[config.mk]
export PLATFORM = sky130hd
export DESIGN_NAME = cifd_decode
export DESIGN_NICKNAME = d
export VERILOG_FILES = /design/src/cifd_pkg.sv /design/src/cifd_decode.sv /design/src/cifd_ret_stack.sv
export SDC_FILE = /design/constraint.sdc
export NUM_CORES = 1
export LEC_CHECK = 0
export ABC_AREA = 0
export BUFFER_PORTS_ARGS = -buffer_cell sky130_fd_sc_hd__buf_2
export CORE_ASPECT_RATIO = 1.1
export CORE_MARGIN = 5
export CORE_UTILIZATION = 30
export DETAILED_ROUTE_END_ITERATION = 10
export PLACE_DENSITY = 0.44
export SYNTH_ARGS = -nofsm -noshare
export SYNTH_HDL_FRONTEND = slang
export SYNTH_SLANG_ARGS = --single-unit
[constraint.sdc]
create_clock -name sys_clk -period 5.5 [get_ports sys_clk]
set_clock_uncertainty 0.05 [all_clocks]
set_input_delay 0.275 -clock sys_clk [delete_from_list [all_inputs] [get_ports sys_clk]]
set_output_delay 0.275 -clock sys_clk [all_outputs]
set_load 0.005 [all_outputs]
[src/cifd_pkg.sv]
// Constants, field layouts and carrier types for the instruction field decoder
// Function
// - Byte-oriented file operations take a 7-bit file address and a destination bit, 0 to accumulator, 1 to the file.
// - Bit-oriented file operations take a 3-bit bit position in bits 9..7, a 7-bit file address in 6..0, opcode 13..10.
// - General literal and control operations take opcode from bits 13..8 and an 8-bit immediate from 7..0.
// - Subroutine and absolute jumps take opcode from bits 13..11 and an 11-bit target from 10..0.
// - The short literal format takes opcode from bits 13..7 and a 7-bit immediate from 6..0.
// - Bank select load takes opcode from bits 13..5 and a 5-bit immediate from 4..0.
// - The relative jump takes opcode from bits 13..9 and a 9-bit immediate from 8..0.
// - Pointer offset operations take the pointer select in bit 6 and a 6-bit immediate in 5..0, opcode 13..7.
// - Pointer increment operations take the pointer select in bit 2 and a 2-bit mode in 1..0, opcode 13..3.
// - Interrupt return pops the stack into the program counter, sets the global enable, takes two cycles.
// - Subroutine return pops the stack into the program counter in two cycles and touches no flags.
// - Literal return loads the accumulator with the 8-bit literal and reloads the counter from the stack top.
// - Rotate left through carry shifts the file value through carry to accumulator or file in one cycle.
package cifd_pkg;

  // ------------------------------------------------------------
  // Widths and reset values
  // ------------------------------------------------------------
  localparam int          INSTR_W     = 14;
  localparam int          PC_W        = 15;
  localparam int          STACK_DEPTH = 16;
  localparam logic [14:0] PC_RESET    = 15'h0000;
  localparam logic [14:0] IRQ_VECTOR  = 15'h0004;
  localparam logic [7:0]  W_RESET     = 8'h00;

  // ------------------------------------------------------------
  // Opcode encodings (plain defaults)
  // ------------------------------------------------------------
  localparam logic [13:0] OPC_RETURN     = 14'h0008;
  localparam logic [13:0] OPC_IRQ_RETURN = 14'h0009;
  localparam logic [5:0]  OPC_LIT_RETURN = 6'h34;
  localparam logic [5:0]  OPC_ROTATE     = 6'h0D;
  localparam logic [2:0]  OPC_SUB_JUMP   = 3'h4;
  localparam logic [2:0]  OPC_ABS_JUMP   = 3'h5;

  // ------------------------------------------------------------
  // Carrier types
  // ------------------------------------------------------------
  typedef struct packed {
    logic [5:0]  op_byte;
    logic        byte_dest;
    logic [6:0]  file_addr;
    logic [3:0]  op_bit;
    logic [2:0]  bit_pos;
    logic [5:0]  op_lit;
    logic [7:0]  lit8;
    logic [2:0]  op_jump;
    logic [10:0] lit11;
    logic [6:0]  op_lit7;
    logic [6:0]  lit7;
    logic [8:0]  op_bank;
    logic [4:0]  lit5;
    logic [4:0]  op_rel;
    logic [8:0]  lit9;
    logic [6:0]  op_off;
    logic        off_ptr;
    logic [5:0]  lit6;
    logic [10:0] op_inc;
    logic        inc_ptr;
    logic [1:0]  inc_mode;
  } cifd_fields_t;

  typedef struct packed {
    logic       we;
    logic [6:0] addr;
    logic [7:0] data;
  } cifd_fwr_t;

endpackage

[src/cifd_decode.sv]
// Instruction field decoder with return and rotate execution
`timescale 1ns/100ps
module cifd_decode #(
  parameter int DEPTH = cifd_pkg::STACK_DEPTH
) (
  // Clock and reset
  input  wire logic                  sys_clk,
  input  wire logic                  rst_b,
  // Fetched word and its file operand
  input  wire logic                  instr_valid,
  input  wire logic [13:0]           instr,
  input  wire logic [7:0]            file_data,
  input  wire logic                  irq_take,
  // Decoded fields
  output cifd_pkg::cifd_fields_t     fields,
  output logic                       fields_valid,
  // Core state
  output logic [14:0]                pc,
  output logic [7:0]                 acc,
  output logic                       carry,
  output logic                       global_irq_enable,
  output logic                       fetch_flush,
  output cifd_pkg::cifd_fwr_t        file_wr
);

  // ------------------------------------------------------------
  // Instruction classification
  // ------------------------------------------------------------
  logic        take;
  logic        irq_go;
  logic        is_ret;
  logic        is_iret;
  logic        is_lret;
  logic        is_rot;
  logic        is_call;
  logic        is_absolute_jump;
  logic        any_ret;
  logic [14:0] stack_top;
  logic [13:0] word_q;

  // A word arriving during the idle slot is the stale fetch and is dropped
  assign take    = instr_valid && !fetch_flush;
  assign irq_go  = take && irq_take && global_irq_enable;
  assign is_ret  = take && !irq_go && instr == cifd_pkg::OPC_RETURN;
  assign is_iret = take && !irq_go && instr == cifd_pkg::OPC_IRQ_RETURN;
  assign is_lret = take && !irq_go && instr[13:8] == cifd_pkg::OPC_LIT_RETURN;
  assign is_rot  = take && !irq_go && instr[13:8] == cifd_pkg::OPC_ROTATE;
  assign is_call = take && !irq_go && instr[13:11] == cifd_pkg::OPC_SUB_JUMP;
  assign is_absolute_jump = take && !irq_go && instr[13:11] == cifd_pkg::OPC_ABS_JUMP;
  assign any_ret = is_ret || is_iret || is_lret;

  // ------------------------------------------------------------
  // Return stack
  // ------------------------------------------------------------
  cifd_ret_stack #(
    .DEPTH (DEPTH),
    .AW    (15)
  ) u_stack (
    .sys_clk   (sys_clk),
    .rst_b     (rst_b),
    .push      (is_call || irq_go),
    .pop       (any_ret),
    .push_addr (pc + 15'h0001),
    .top       (stack_top)
  );

  // ------------------------------------------------------------
  // Field split, every format decoded side by side
  // ------------------------------------------------------------
  always_ff @(posedge sys_clk) begin
    if (!rst_b) begin
      fields       <= '0;
      fields_valid <= 1'b0;
      word_q       <= '0;
    end else begin
      fields_valid <= take && !irq_go;
      if (take) begin
        word_q            <= instr;
        fields.op_byte    <= instr[13:8];
        fields.byte_dest  <= instr[7];
        fields.file_addr  <= instr[6:0];
        fields.op_bit     <= instr[13:10];
        fields.bit_pos    <= instr[9:7];
        fields.op_lit     <= instr[13:8];
        fields.lit8       <= instr[7:0];
        fields.op_jump    <= instr[13:11];
        fields.lit11      <= instr[10:0];
        fields.op_lit7    <= instr[13:7];
        fields.lit7       <= instr[6:0];
        fields.op_bank    <= instr[13:5];
        fields.lit5       <= instr[4:0];
        fields.op_rel     <= instr[13:9];
        fields.lit9       <= instr[8:0];
        fields.op_off     <= instr[13:7];
        fields.off_ptr    <= instr[6];
        fields.lit6       <= instr[5:0];
        fields.op_inc     <= instr[13:3];
        fields.inc_ptr    <= instr[2];
        fields.inc_mode   <= instr[1:0];
      end
    end
  end

  // ------------------------------------------------------------
  // Program counter
  // ------------------------------------------------------------
  always_ff @(posedge sys_clk) begin
    if (!rst_b) begin
      pc <= cifd_pkg::PC_RESET;
    end else if (irq_go) begin
      pc <= cifd_pkg::IRQ_VECTOR;
    end else if (any_ret) begin
      pc <= stack_top;
    end else if (is_call || is_absolute_jump) begin
      pc <= {pc[14:11], instr[10:0]};
    end else if (take) begin
      pc <= pc + 15'h0001;
    end
  end

  // ------------------------------------------------------------
  // Idle slot after a return or interrupt entry
  // ------------------------------------------------------------
  always_ff @(posedge sys_clk) begin
    if (!rst_b) begin
      fetch_flush <= 1'b0;
    end else begin
      fetch_flush <= any_ret || irq_go;
    end
  end

  // ------------------------------------------------------------
  // Global interrupt enable
  // ------------------------------------------------------------
  always_ff @(posedge sys_clk) begin
    if (!rst_b) begin
      global_irq_enable <= 1'b0;
    end else if (is_iret) begin
      global_irq_enable <= 1'b1;
    end else if (irq_go) begin
      global_irq_enable <= 1'b0;
    end
  end

  // ------------------------------------------------------------
  // Accumulator, carry and file write-back
  // ------------------------------------------------------------
  always_ff @(posedge sys_clk) begin
    if (!rst_b) begin
      acc <= cifd_pkg::W_RESET;
    end else if (is_lret) begin
      acc <= instr[7:0];
    end else if (is_rot && !instr[7]) begin
      acc <= {file_data[6:0], carry};
    end
  end

  // Returns leave carry alone; only the rotate touches it
  always_ff @(posedge sys_clk) begin
    if (!rst_b) begin
      carry <= 1'b0;
    end else if (is_rot) begin
      carry <= file_data[7];
    end
  end

  always_ff @(posedge sys_clk) begin
    if (!rst_b) begin
      file_wr <= '0;
    end else begin
      file_wr.we   <= is_rot && instr[7];
      file_wr.addr <= instr[6:0];
      file_wr.data <= {file_data[6:0], carry};
    end
  end

  // ------------------------------------------------------------
  // Checks
  // ------------------------------------------------------------
  a_byte_dest_split: assert property (@(posedge sys_clk) disable iff (!rst_b)
    fields_valid |-> fields.byte_dest == word_q[7] && fields.file_addr == word_q[6:0])
    else $error("byte format fields wrong");

  a_bit_pos_split: assert property (@(posedge sys_clk) disable iff (!rst_b)
    take ##1 fields_valid |-> fields.bit_pos == $past(instr[9:7]) && fields.op_bit == $past(instr[13:10]))
    else $error("bit format fields wrong");

  a_lit8_split: assert property (@(posedge sys_clk) disable iff (!rst_b)
    fields_valid |-> {fields.op_lit, fields.lit8} == word_q)
    else $error("literal format fields wrong");

  a_jump_target: assert property (@(posedge sys_clk) disable iff (!rst_b)
    (is_absolute_jump || is_call) |=> pc[10:0] == $past(instr[10:0]) && pc[14:11] == $past(pc[14:11]))
    else $error("jump target not loaded");

  a_lit7_split: assert property (@(posedge sys_clk) disable iff (!rst_b)
    fields_valid |-> {fields.op_lit7, fields.lit7} == word_q)
    else $error("short literal fields wrong");

  a_bank_split: assert property (@(posedge sys_clk) disable iff (!rst_b)
    fields_valid |-> {fields.op_bank, fields.lit5} == word_q)
    else $error("bank load fields wrong");

  a_rel_split: assert property (@(posedge sys_clk) disable iff (!rst_b)
    fields_valid |-> {fields.op_rel, fields.lit9} == word_q)
    else $error("relative jump fields wrong");

  a_ptr_off_split: assert property (@(posedge sys_clk) disable iff (!rst_b)
    fields_valid |-> {fields.op_off, fields.off_ptr, fields.lit6} == word_q)
    else $error("pointer offset fields wrong");

  a_ptr_inc_split: assert property (@(posedge sys_clk) disable iff (!rst_b)
    fields_valid |-> {fields.op_inc, fields.inc_ptr, fields.inc_mode} == word_q)
    else $error("pointer increment fields wrong");

  a_irq_return_pop: assert property (@(posedge sys_clk) disable iff (!rst_b)
    is_iret |=> global_irq_enable && pc == $past(stack_top) && $stable(carry) && fetch_flush)
    else $error("interrupt return wrong");

  a_sub_return_pop: assert property (@(posedge sys_clk) disable iff (!rst_b)
    is_ret |=> pc == $past(stack_top) && $stable(carry) && $stable(acc) ##1 !fetch_flush)
    else $error("subroutine return wrong");

  a_lit_return_acc: assert property (@(posedge sys_clk) disable iff (!rst_b)
    is_lret |=> acc == $past(instr[7:0]) && pc == $past(stack_top) && $stable(carry))
    else $error("literal return wrong");

  a_rotate_carry: assert property (@(posedge sys_clk) disable iff (!rst_b)
    is_rot |=> carry == $past(file_data[7]) && !fetch_flush
      && (file_wr.we ? file_wr.data == {$past(file_data[6:0]), $past(carry)}
                     : acc == {$past(file_data[6:0]), $past(carry)}))
    else $error("rotate through carry wrong");

  a_flush_drop: assert property (@(posedge sys_clk) disable iff (!rst_b)
    any_ret ##1 instr_valid |=> !fields_valid && $stable(pc))
    else $error("stale word not discarded");

endmodule

[src/cifd_ret_stack.sv]
// Circular return address stack for the instruction field decoder
`timescale 1ns/100ps
module cifd_ret_stack #(
  parameter int DEPTH = 16,
  parameter int AW    = 15
) (
  // Clock and reset
  input  wire logic          sys_clk,
  input  wire logic          rst_b,
  // Stack operations
  input  wire logic          push,
  input  wire logic          pop,
  input  wire logic [AW-1:0] push_addr,
  output logic      [AW-1:0] top
);

  localparam int PW = $clog2(DEPTH);

  logic [AW-1:0] mem [DEPTH];
  logic [PW-1:0] ptr;

  // Overflow wraps and overwrites the oldest entry, no error is raised
  always_ff @(posedge sys_clk) begin
    if (!rst_b) begin
      ptr <= '0;
    end else if (push) begin
      ptr <= ptr + PW'(1);
    end else if (pop) begin
      ptr <= ptr - PW'(1);
    end
  end

  always_ff @(posedge sys_clk) begin
    if (push) begin
      mem[ptr] <= push_addr;
    end
  end

  assign top = mem[ptr - PW'(1)];

endmodule

==> impl_metrics.env <==
export IMPL_postCtsSetupRepairBufs=0
export IMPL_area_delta_synth_final_pct=16.5
export IMPL_cpPeakStageDelay_ps=940
export IMPL_first_iter_violations=487
export IMPL_wl_per_cell_um=22.7
export IMPL_preCtsSetupSlack_ps=2150
export IMPL_layout_setup_ws_ps=2190
export IMPL_use_met3_pct=3.78
export IMPL_async_flop_share_pct=0
export IMPL_drv_cap=0
export IMPL_via_per_inst=4.74
export IMPL_dp_final_hpwl_um=23300
export IMPL_cts_sinks=301
export IMPL_ctsRootBufferMaster="clkbuf_16"
export IMPL_core_area_mm2=0.0423
export IMPL_postRouteAntennaNets=0
export IMPL_drtPass1Iterations=5
export IMPL_critPathArrivalTime_ps=3700
export IMPL_clk_pin_slew_ps=70
export IMPL_fin_nets=984
export IMPL_grt_use_total_pct=14.6
export IMPL_routed_via_count=7312
export IMPL_yosysSeqAreaShare_pct=65.6
export IMPL_yosys_warnings=0
export IMPL_netlist_area_mm2=0.0128
export IMPL_antenna_found_initial=1
export IMPL_fp_dieH_um=227
export IMPL_timing_fmax_mhz=302
export IMPL_htreeDepth=1
export IMPL_slowest_stage="ha_2"
export IMPL_io_pin_count=188
export IMPL_dieWidth_um=207
export IMPL_end_kind="register"
export IMPL_path_cells="inv_1, ha_2, buf_4, mux4_2, nand3_1, nand2_1, a2111oi_1, o21ai_1"
export IMPL_ys_types=48
export IMPL_critPathLaunchType="register"
export IMPL_postSynthRegisterBits=301
export IMPL_gr_max_usage_layer="met2"
export IMPL_fin_total_pwr_mw=4.87
export IMPL_dp_cells=1465
export IMPL_cp_required_ps=5890
export IMPL_syn_avg_cell_area_um2=15.5
export IMPL_worstSkewPairLatency_ps=560
export IMPL_min_period_ps=3310
export IMPL_vdd_drop_max_mv=0.212
export IMPL_clk_path_buf_depth=3
export IMPL_power_density_mw_per_mm2=325
export IMPL_synth_edf_count=240
export IMPL_drt_total_wl_um=35100
export IMPL_holdBufCountCts=22
export IMPL_fin_tns_setup_ps=0
export IMPL_globalRouteOverflowTotal=0
export IMPL_initial_core_util_pct=30.4
export IMPL_synth_ff_type="edfxtp_1"
export IMPL_gp_congestion=0.757
export IMPL_slew_violations=0
export IMPL_cts_resized=0
export IMPL_setup_violations=0
export IMPL_hold_path_class="in -> reg"
export IMPL_synthCells=830
export IMPL_leakage_nw=5.45
export IMPL_grtUsageMet1_pct=18.3
export IMPL_synth_fp_nets=862
export IMPL_cp_max_fo=32
export IMPL_period_share_pct=60.3
export IMPL_grt_pass1_wl_um=51500
export IMPL_io_buffers=187
export IMPL_cts_buffers_inserted=30
export IMPL_rsz0062_at_grt="no"
export IMPL_num_antenna_cells=0
export IMPL_hold_viol_final=0
export IMPL_cts_tree="built"
export IMPL_grt_max_degree=42
export IMPL_die_area_mm2=0.0470
export IMPL_path_class="reg -> reg"
export IMPL_use_met2_pct=25.8
export IMPL_drc_errors=0
export IMPL_grt_pass1_vias=7434
export IMPL_drive_gt1_share_pct=35.6
export IMPL_fin_cells=1543
export IMPL_fin_util_pct=35.4
export IMPL_status="completed"
export IMPL_relSlewSlack_pct=19.1
export IMPL_rows=79
export IMPL_worstMarginPinSlew_ps=1210
export IMPL_filler_cell_count=4060
==> registers in the layout, indices dropped and copies added, names as in the netlist <==
register / flops
file_wr: 16
carry: 1
u_stack.mem: 240
fields_valid: 1
fetch_flush: 1
acc: 8
global_irq_enable: 1
pc: 15
fields: 14
u_stack.ptr: 4
==> worst paths after layout <==
kind                                from                     end  slack (ps)  depth (start not counted)
max          u_stack.ptr[1]$_SDFFE_PN0P_      pc[2]$_SDFFE_PN0P_        2190                          8
min                             irq_take  fetch_flush$_SDFF_PN0_         120                          3
max reg2reg  u_stack.ptr[1]$_SDFFE_PN0P_      pc[2]$_SDFFE_PN0P_        2190                          8
min reg2reg          acc[6]$_SDFFE_PN0P_     acc[6]$_SDFFE_PN0P_         450                          2
==> cell type report <==
cell class / count / area, um2 / share of cell area, %
Multi-Input combinational cell: 372 / 3440 / 23.0
Clock inverter: 8 / 65.1 / 0.435
Sequential cell: 301 / 8430 / 56.4
Inverter: 13 / 48.8 / 0.326
Timing Repair Buffer: 234 / 1340 / 8.98
Tap cell: 567 / 709 / 4.74
Clock buffer: 48 / 921 / 6.15
==> cell families (layout without fill, tap and decap cells) <==
logic type	after synthesis	in the layout	synth area share [%]
flip-flops	301	301	65.6
AO/OA/AOI/OAI	104	104	5.29
AND/OR/NAND/NOR	158	158	6.31
XOR/XNOR	17	17	1.22
multiplexers	87	87	12.8
buffers and inverters	157	303	8.12
adder cells (fa/ha/maj)	6	6	0.585
==> layer usage <==
metal,part of all wire [%],vias up
met4,1.4,0
met3,7.6,32
met1,41,3694
li1,-,3295
met5,0,-
met2,50,291
==> cells in the mapped netlist (all sizes together) (5+ instances only) <==
| library cell | instances | area (um2) |
|---|---|---|
| edfxtp | 240 | 7210 |
| buf | 130 | 941 |
| mux4 | 62 | 1400 |
| dfxtp | 61 | 1220 |
| nand2 | 46 | 173 |
| nor2 | 37 | 141 |
| a21oi | 33 | 165 |
| a211oi | 30 | 225 |
| mux2i | 24 | 240 |
| and2 | 18 | 113 |
| nor2b | 15 | 93.8 |
| o21ai | 15 | 75.1 |
| clkbuf | 14 | 52.6 |
| inv | 12 | 45.0 |
| nand3 | 10 | 50.1 |
| nor3 | 9 | 50.1 |
| xnor2 | 9 | 86.3 |
| nand4 | 8 | 56.3 |
| xor2 | 8 | 70.1 |
| a31oi | 6 | 37.5 |
| ha | 6 | 75.1 |
| nand2b | 6 | 37.5 |
| o221a | 5 | 56.3 |
==> critical path: cells and delay by family (launching register included) <==
| kind | cells | cell delay, ps |
|---|---|---|
| and+or+nand+nor | 2 | 150 |
| muxes | 1 | 540 |
| buffers and inverters | 2 | 560 |
| adders and majority gates | 1 | 940 |
| AOI/OAI and AO/OA | 2 | 450 |
| DFF | 1 | 460 |
==> cell usage in the layout, fill, tap and decap left out, drive strengths merged, types with 8 or more instances in the layout <==
cell type	netlist	layout
clkbuf	14	48
and2	18	18
nor2	37	37
mux2i	24	24
o21ai	15	15
a211oi	30	30
a21oi	33	33
nor2b	15	15
nor3	9	9
dfxtp	61	61
clkinv	1	8
buf	130	212
xnor2	9	9
nand4	8	8
nand2	46	46
dlygate4sd3	0	22
edfxtp	240	240
nand3	10	10
inv	12	12
xor2	8	8
mux4	62	62
==> power by group <==
part	switching, mW	internal [mW]	total, mW
registers	0.0311	2.49	2.52
clock network	0.841	1.19	2.03
logic	0.186	0.135	0.322
total	1.06	3.81	4.87
==> through the flow <==
stage	hold WS, ps	cell area [um2]
2_1_floorplan	339	12800
3_3_place_gp	442	13800
3_5_place_dp	443	13800
4_1_cts	93.7	15000
5_1_grt	139	15000
6_report	122	15000
Note: power is estimated with default switching activity, not from simulation.
